--- src/crr_pkg.sv ---
// Package of constants and types for the conversion result slot registers
package crr_pkg;
	localparam int unsigned ADDR_W = 8;
	localparam int unsigned DATA_W = 32;
	localparam int unsigned RES_W = 10;
	localparam int unsigned NUM_SLOTS = 4;
	// Register offsets (byte addresses)
	localparam logic [7:0] OFF_SLOT0 = 8'h00;
	localparam logic [7:0] OFF_SLOT1 = 8'h04;
	localparam logic [7:0] OFF_SLOT2 = 8'h08;
	localparam logic [7:0] OFF_SLOT3 = 8'h0c;
	localparam logic [7:0] OFF_IRQ_STATUS = 8'h10;
	localparam logic [7:0] OFF_IRQ_MASK = 8'h14;
	// Field positions inside a result register
	localparam int unsigned RES_LSB = 6;
	localparam int unsigned RES_MSB = 15;
	localparam int unsigned OVR_BIT = 1;
	localparam int unsigned RDY_BIT = 0;
	// Interrupt status layout: bits 3..0 new result, bits 7..4 overrun
	localparam int unsigned IRQ_RDY_LSB = 0;
	localparam int unsigned IRQ_OVR_LSB = 4;
	localparam int unsigned IRQ_W = 8;
	// Reset values
	localparam logic [9:0] RES_RESET = 10'h000;
	localparam logic [7:0] IRQ_MASK_RESET = 8'h00;
	localparam logic [31:0] RDATA_RESET = 32'h0000_0000;

	typedef struct packed {
		logic valid;
		logic [1:0] slot;
		logic [9:0] value;
	} crr_result_t;

	typedef struct packed {
		logic [9:0] value;
		logic overrun;
		logic present;
	} crr_slot_t;
endpackage : crr_pkg

--- src/crr_slot.sv ---
// One conversion result slot: value, result-present and overrun flags
`timescale 1ns/1ps
module crr_slot
(
	// Clock and reset
	input wire logic clk,
	input wire logic rstn,
	// Converter side
	input wire logic wr_en,
	input wire logic [9:0] wr_value,
	// Software side
	input wire logic rd_en,
	// State
	output crr_pkg::crr_slot_t state,
	output logic ovr_evt
);
	logic [9:0] value_q;
	logic present_q;
	logic overrun_q;

	assign ovr_evt = wr_en && present_q && !rd_en;

	always_ff @(posedge clk or negedge rstn)
	begin
		if (!rstn)
			value_q <= crr_pkg::RES_RESET;
		else if (wr_en)
			value_q <= wr_value;
	end

	// A store in the same cycle as a read wins over the read clear
	always_ff @(posedge clk or negedge rstn)
	begin
		if (!rstn)
			present_q <= 1'b0;
		else if (wr_en)
			present_q <= 1'b1;
		else if (rd_en)
			present_q <= 1'b0;
	end

	// The value being read in the same cycle counts as read, so no overrun
	always_ff @(posedge clk or negedge rstn)
	begin
		if (!rstn)
			overrun_q <= 1'b0;
		else if (ovr_evt)
			overrun_q <= 1'b1;
		else if (rd_en)
			overrun_q <= 1'b0;
	end

	assign state = '{value: value_q, overrun: overrun_q, present: present_q};
endmodule : crr_slot

--- src/crr_irq.sv ---
// Sticky interrupt status with write-one-to-clear, mask and level output
`timescale 1ns/1ps
module crr_irq
(
	// Clock and reset
	input wire logic clk,
	input wire logic rstn,
	// Events
	input wire logic [7:0] evt,
	// Software access
	input wire logic clr_en,
	input wire logic [7:0] clr_bits,
	input wire logic mask_wr,
	input wire logic [7:0] mask_wdata,
	// State
	output logic [7:0] status_q,
	output logic [7:0] mask_q,
	output logic irq_q
);
	// Set wins over a clear in the same cycle
	always_ff @(posedge clk or negedge rstn)
	begin
		if (!rstn)
			status_q <= 8'h00;
		else
			status_q <= (status_q & ~(clr_en ? clr_bits : 8'h00)) | evt;
	end

	always_ff @(posedge clk or negedge rstn)
	begin
		if (!rstn)
			mask_q <= crr_pkg::IRQ_MASK_RESET;
		else if (mask_wr)
			mask_q <= mask_wdata;
	end

	// One cycle behind status, registered for a clean output
	always_ff @(posedge clk or negedge rstn)
	begin
		if (!rstn)
			irq_q <= 1'b0;
		else
			irq_q <= |(status_q & mask_q);
	end
endmodule : crr_irq

--- src/crr_top.sv ---
// Conversion result registers for slots 0 to 3 with register port
// Function
// Result in bits 15-6; others zero
// Overrun set when unread result overwritten
// Overrun reads one, cleared by read
// Result-present set on every store
// Result-present cleared when result read
// Present flag shows unread; all reset zero
// Read returns prior state; store beats clear
//
// Decided for this implementation: strobed register access and the register offsets.
`timescale 1ns/1ps
module crr_top
(
	// Clock and reset
	input wire logic clk,
	input wire logic rstn,
	// Converter result input
	input crr_pkg::crr_result_t result_in,
	// Register port
	input wire logic [7:0] reg_addr,
	input wire logic [31:0] reg_wdata,
	input wire logic reg_wr,
	input wire logic reg_rd,
	output logic [31:0] reg_rdata_q,
	// Interrupt
	output logic irq_q
);
	crr_pkg::crr_slot_t slot_state [4];
	logic [3:0] slot_wr;
	logic [3:0] slot_rd;
	logic [3:0] ovr_evt;
	logic [7:0] irq_status;
	logic [7:0] irq_mask;
	logic [31:0] rdata_d;

	genvar g;
	generate
		for (g = 0; g < 4; g++)
		begin : gen_slot
			assign slot_wr[g] = result_in.valid && (result_in.slot == 2'(g));
			assign slot_rd[g] = reg_rd && (reg_addr == 8'(g * 4));
			crr_slot u_slot
			(
				.clk(clk),
				.rstn(rstn),
				.wr_en(slot_wr[g]),
				.wr_value(result_in.value),
				.rd_en(slot_rd[g]),
				.state(slot_state[g]),
				.ovr_evt(ovr_evt[g])
			);
		end
	endgenerate

	crr_irq u_irq
	(
		.clk(clk),
		.rstn(rstn),
		.evt({ovr_evt, slot_wr}),
		.clr_en(reg_wr && reg_addr == crr_pkg::OFF_IRQ_STATUS),
		.clr_bits(reg_wdata[7:0]),
		.mask_wr(reg_wr && reg_addr == crr_pkg::OFF_IRQ_MASK),
		.mask_wdata(reg_wdata[7:0]),
		.status_q(irq_status),
		.mask_q(irq_mask),
		.irq_q(irq_q)
	);

	function automatic logic [31:0] pack_slot(crr_pkg::crr_slot_t s);
		logic [31:0] w;
		w = 32'h0000_0000;
		w[crr_pkg::RES_MSB:crr_pkg::RES_LSB] = s.value;
		w[crr_pkg::OVR_BIT] = s.overrun;
		w[crr_pkg::RDY_BIT] = s.present;
		return w;
	endfunction : pack_slot

	// Read data sampled from pre-read state; unmapped reads return zero
	always_comb
	begin
		case (reg_addr)
			crr_pkg::OFF_SLOT0: rdata_d = pack_slot(slot_state[0]);
			crr_pkg::OFF_SLOT1: rdata_d = pack_slot(slot_state[1]);
			crr_pkg::OFF_SLOT2: rdata_d = pack_slot(slot_state[2]);
			crr_pkg::OFF_SLOT3: rdata_d = pack_slot(slot_state[3]);
			crr_pkg::OFF_IRQ_STATUS: rdata_d = {24'h000000, irq_status};
			crr_pkg::OFF_IRQ_MASK: rdata_d = {24'h000000, irq_mask};
			default: rdata_d = crr_pkg::RDATA_RESET;
		endcase
	end

	// Data stand only in the cycle after the read strobe
	always_ff @(posedge clk or negedge rstn)
	begin
		if (!rstn)
			reg_rdata_q <= crr_pkg::RDATA_RESET;
		else if (reg_rd)
			reg_rdata_q <= rdata_d;
		else
			reg_rdata_q <= crr_pkg::RDATA_RESET;
	end
endmodule : crr_top

--- config.mk ---
export PLATFORM = sky130hd
export DESIGN_NAME = crr_top
export DESIGN_NICKNAME = d
export VERILOG_FILES = /design/src/crr_pkg.sv /design/src/crr_slot.sv /design/src/crr_irq.sv /design/src/crr_top.sv
export SDC_FILE = /design/constraint.sdc
export NUM_CORES = 1
export LEC_CHECK = 0
export BUFFER_PORTS_ARGS = -buffer_cell sky130_fd_sc_hd__buf_4
export CELL_PAD_IN_SITES_DETAIL_PLACEMENT = 1
export CELL_PAD_IN_SITES_GLOBAL_PLACEMENT = 1
export CORE_ASPECT_RATIO = 2
export CORE_MARGIN = 2
export CORE_UTILIZATION = 49
export CTS_BUF_LIST = sky130_fd_sc_hd__clkbuf_2
export CTS_CLUSTER_SIZE = 40
export DETAILED_ROUTE_END_ITERATION = 7
export PLACE_DENSITY = 0.93
export SYNTH_ARGS = -nofsm -noshare
export SYNTH_HDL_FRONTEND = slang
export SYNTH_HIERARCHICAL = 1
export SYNTH_SLANG_ARGS = --single-unit
export TNS_END_PERCENT = 20
--- constraint.sdc ---
create_clock -name clk -period 3.6 [get_ports clk]
set_clock_uncertainty 0.2 [all_clocks]
set_input_delay 0.72 -clock clk [delete_from_list [all_inputs] [get_ports clk]]
set_output_delay 0.72 -clock clk [all_outputs]
set_load 0.02 [all_outputs]
==> reports/summary.log <==
INFO  critical_path  cp-startpoint=reg_addr[5]
INFO  synthesis      syn-instance-count=268
INFO  pwr            static_leak=1.95nW
INFO  synthesis      netlist.area_leader.share=52.4%
INFO  critical_path  required_arrival_time_at_the_worst_endpoint=3.84ns
INFO  sta            setup_ws=1.35ns
INFO  critical_path  crit-reg2reg-launch=gen_slot[2].u_slot/present_q$_DFFE_PN0P_
INFO  critical_path  r2r_end=reg_rdata_q[0]$_DFF_PN0_
INFO  floorplan      initial_cell_density_of_the_core=50.9%
INFO  synthesis      yosysWarnings=6
INFO  critical_path  ff2ff_setup_slack=2.11ns
INFO  sta            setup_viol_count_final=0
INFO  synthesis      synthXorXnorAreaFrac=0%
INFO  placement      gp_congestion=0.721
INFO  sta            post_route_fraction_of_the_period_consumed_by_the_critical_path=62.6%
INFO  synthesis      synth_adder_area_share=0%
INFO  route          drt_drc_violations_left=0
INFO  critical_path  max_fanout_on_critical_path=12
INFO  floorplan      area_of_the_die=8660um2
INFO  pwr            cell_area_power_density=434nW/um2
INFO  cts            cts.root.buffer_cell=clkbuf_2
INFO  finish         layout.cells.most_common_list=dfrtp_1, buf_4, mux2_4
INFO  finish         syn_to_final_growth=9.71%
INFO  synthesis      largest_family_of_logic_cells_by_synthesized_area=multiplexers
INFO  grt            grt_start_max_net_pins=82
INFO  cts            clkTransAtPathRegs=0.21ns
INFO  cts            clockBufferDepth=2
INFO  sta            grt_setup_unrepaired=no
INFO  synthesis      syn_area_per_cell=14.4um2
INFO  sta            tns=0ns
INFO  grt            first_pass_grt_wire_length=12.4mm
INFO  cts            cts_setup_buffers=0
INFO  critical_path  timing.setup.critical_path_class=input pin to flop
INFO  placement      post_dp_cell_area=4140um2
INFO  grt            grt_antenna_before_repair=1
INFO  critical_path  kind_of_end_point_of_the_critical_path=flop
INFO  synthesis      yosys-top-cells-area=dfrtp_1, mux2_4, buf_4
INFO  route          drt-wirelength-per-cell=19.1um
INFO  route          first_pass_iters=4
INFO  floorplan      fp.dieW=66.8um
INFO  cts            cts_tree=yes
INFO  hold_path      holdCritPathClass=input pin to asynchronous set/reset pin
INFO  sta            timing.final.crit_period=2.25ns
INFO  synthesis      synth_seq_cells=81
INFO  job            timing.max_cap.violations=0
INFO  floorplan      design.portCount=90
INFO  critical_path  r2r.worst_path.cells=3
INFO  synthesis      synth.mux.area_fraction=27.1%
INFO  route          detailroute.via_count=2,197
INFO  route          drt_iter0_markers=138
INFO  floorplan      std_cell_rows=45
INFO  synthesis      synth_simple_gate_area_share=7.61%
INFO  finish         fin_util=55.8%
INFO  critical_path  critPathArrivalTime=2.50ns
INFO  placement      dp_slack=0.720ns
INFO  grt            grt_pass1_vias=2,377
INFO  sta            highest_clock_rate=444MHz
INFO  sta            max_slew_margin_vs_limit=31.2%
INFO  route          final_ant_viol_nets=0
INFO  cts            clkSinkCount=81
INFO  floorplan      fp.coreArea=7600um2
INFO  cts            cts_hold_buf=0
INFO  sta            finalHoldViolCount=0
INFO  synthesis      synth_edf_count=0
INFO  finish         final_common_cell=dfrtp_1
INFO  cts            clk-insertion-delay-late=0.52ns
INFO  cts            numCtsBuffers=9
INFO  synthesis      synth_cell_type_count=30
INFO  sta            tightestPinTransition=1.03ns
INFO  run_status     status=finished clean
INFO  cts            cts-htree-levels=3
INFO  grt            groute.usage.overall=19.9%
INFO  finish         layout.cell_area.non_filler=4240um2
INFO  finish         drive_above_1_share=44.1%
INFO  placement      placement.io_buffers=49
INFO  pwr            design_power_total=1.84mW
INFO  synthesis      synth_area=3870um2
INFO  synthesis      synth_sequential_area_ratio=52.4%
INFO  route          drt-vias-per-instance=5.36
INFO  synthesis      async_reset_ff_share=100%
INFO  synthesis      synth-compound-area-share=4.53%
INFO  floorplan      die_height=130um
INFO  finish         nets=367
INFO  synthesis      netlist.top_cell.by_area=dfrtp_1
INFO  synthesis      ys_dominant_reg_cell=dfrtp_1
INFO  cts            cts_repair_resize_count=0
INFO  placement      place.detailed.hpwl=5.51mm
INFO  sta            slew_violations=0
INFO  route          wl=7.84mm
INFO  grt            globalRoute.totalOverflow=0
INFO  critical_path  setup.worst_path.start_class=input pin
INFO  pwr            vdd_drop_max=0.273mV
-- where the power goes --
part           switching [mW]  internal [mW]  total (mW)
sequential             0.0566           1.01        1.06
combinational           0.123          0.199       0.321
clock                   0.296          0.159       0.455
total                   0.475           1.36        1.84
-- cell usage after synthesis, drive strengths merged, types with 5 or more instances --
master / number
buf: 36
nand2: 10
mux4: 12
inv: 6
dfrtp: 81
a22oi: 8
mux2: 52
nor2b: 9
a21o: 12
and3: 5
nor2: 17
-- worst max-delay path, cell delays in order --
cell and delay, ns:
buf_4 0.11, nor3_2 0.32, nand4_2 0.50, nor3_1 0.42, inv_1 0.10, and3_2 0.18, a21o_1 0.15
-- logic make-up after synthesis --
kind of cell,count (synthesis)
and+or+nand+nor,52
other,1
buffers and inverters,42
AOI/OAI and AO/OA,24
DFF,81
muxes,68
-- metal layers --
metal  track usage, %  share of wire (%)
met5                0                  0
met4             9.24                2.4
met3             3.91                3.1
met2             34.3                 56
met1             23.3                 38
-- sequential cells by signal, indices dropped and copies added, names as in the netlist --
signal / cells
gen_slot.u_slot/value_q: 40
gen_slot.u_slot/present_q: 4
gen_slot.u_slot/overrun_q: 4
u_irq/irq_q: 1
u_irq/mask_q: 8
u_irq/status_q: 8
reg_rdata_q: 16
-- layout make-up --
class | count | area [um2]
repair buffers | 52 | 390
inverters | 6 | 22.5
flip-flops and latches | 81 | 2030
multi-input cells | 160 | 1580
diodes | 1 | 2.50
fillers | 788 | 3360
well taps | 94 | 118
clock inverters | 5 | 46.3
clock buffers | 11 | 55.1
-- how the worst max path moves through the flow --
stage	end
global placement	u_irq/status_q[5]$_DFF_PN0_
CTS	u_irq/status_q[5]$_DFF_PN0_
floorplan	u_irq/status_q[6]$_DFF_PN0_
detailed placement	u_irq/status_q[5]$_DFF_PN0_
global route	u_irq/status_q[5]$_DFF_PN0_
finish	u_irq/status_q[5]$_DFF_PN0_
-- stage by stage --
step,instances,hold WS (ns)
global route,410,0.146
global placement,393,0.273
CTS,409,0.150
finish,410,0.158
floorplan,283,0.224
detailed placement,393,0.288
(Power assumes the default switching activity.)
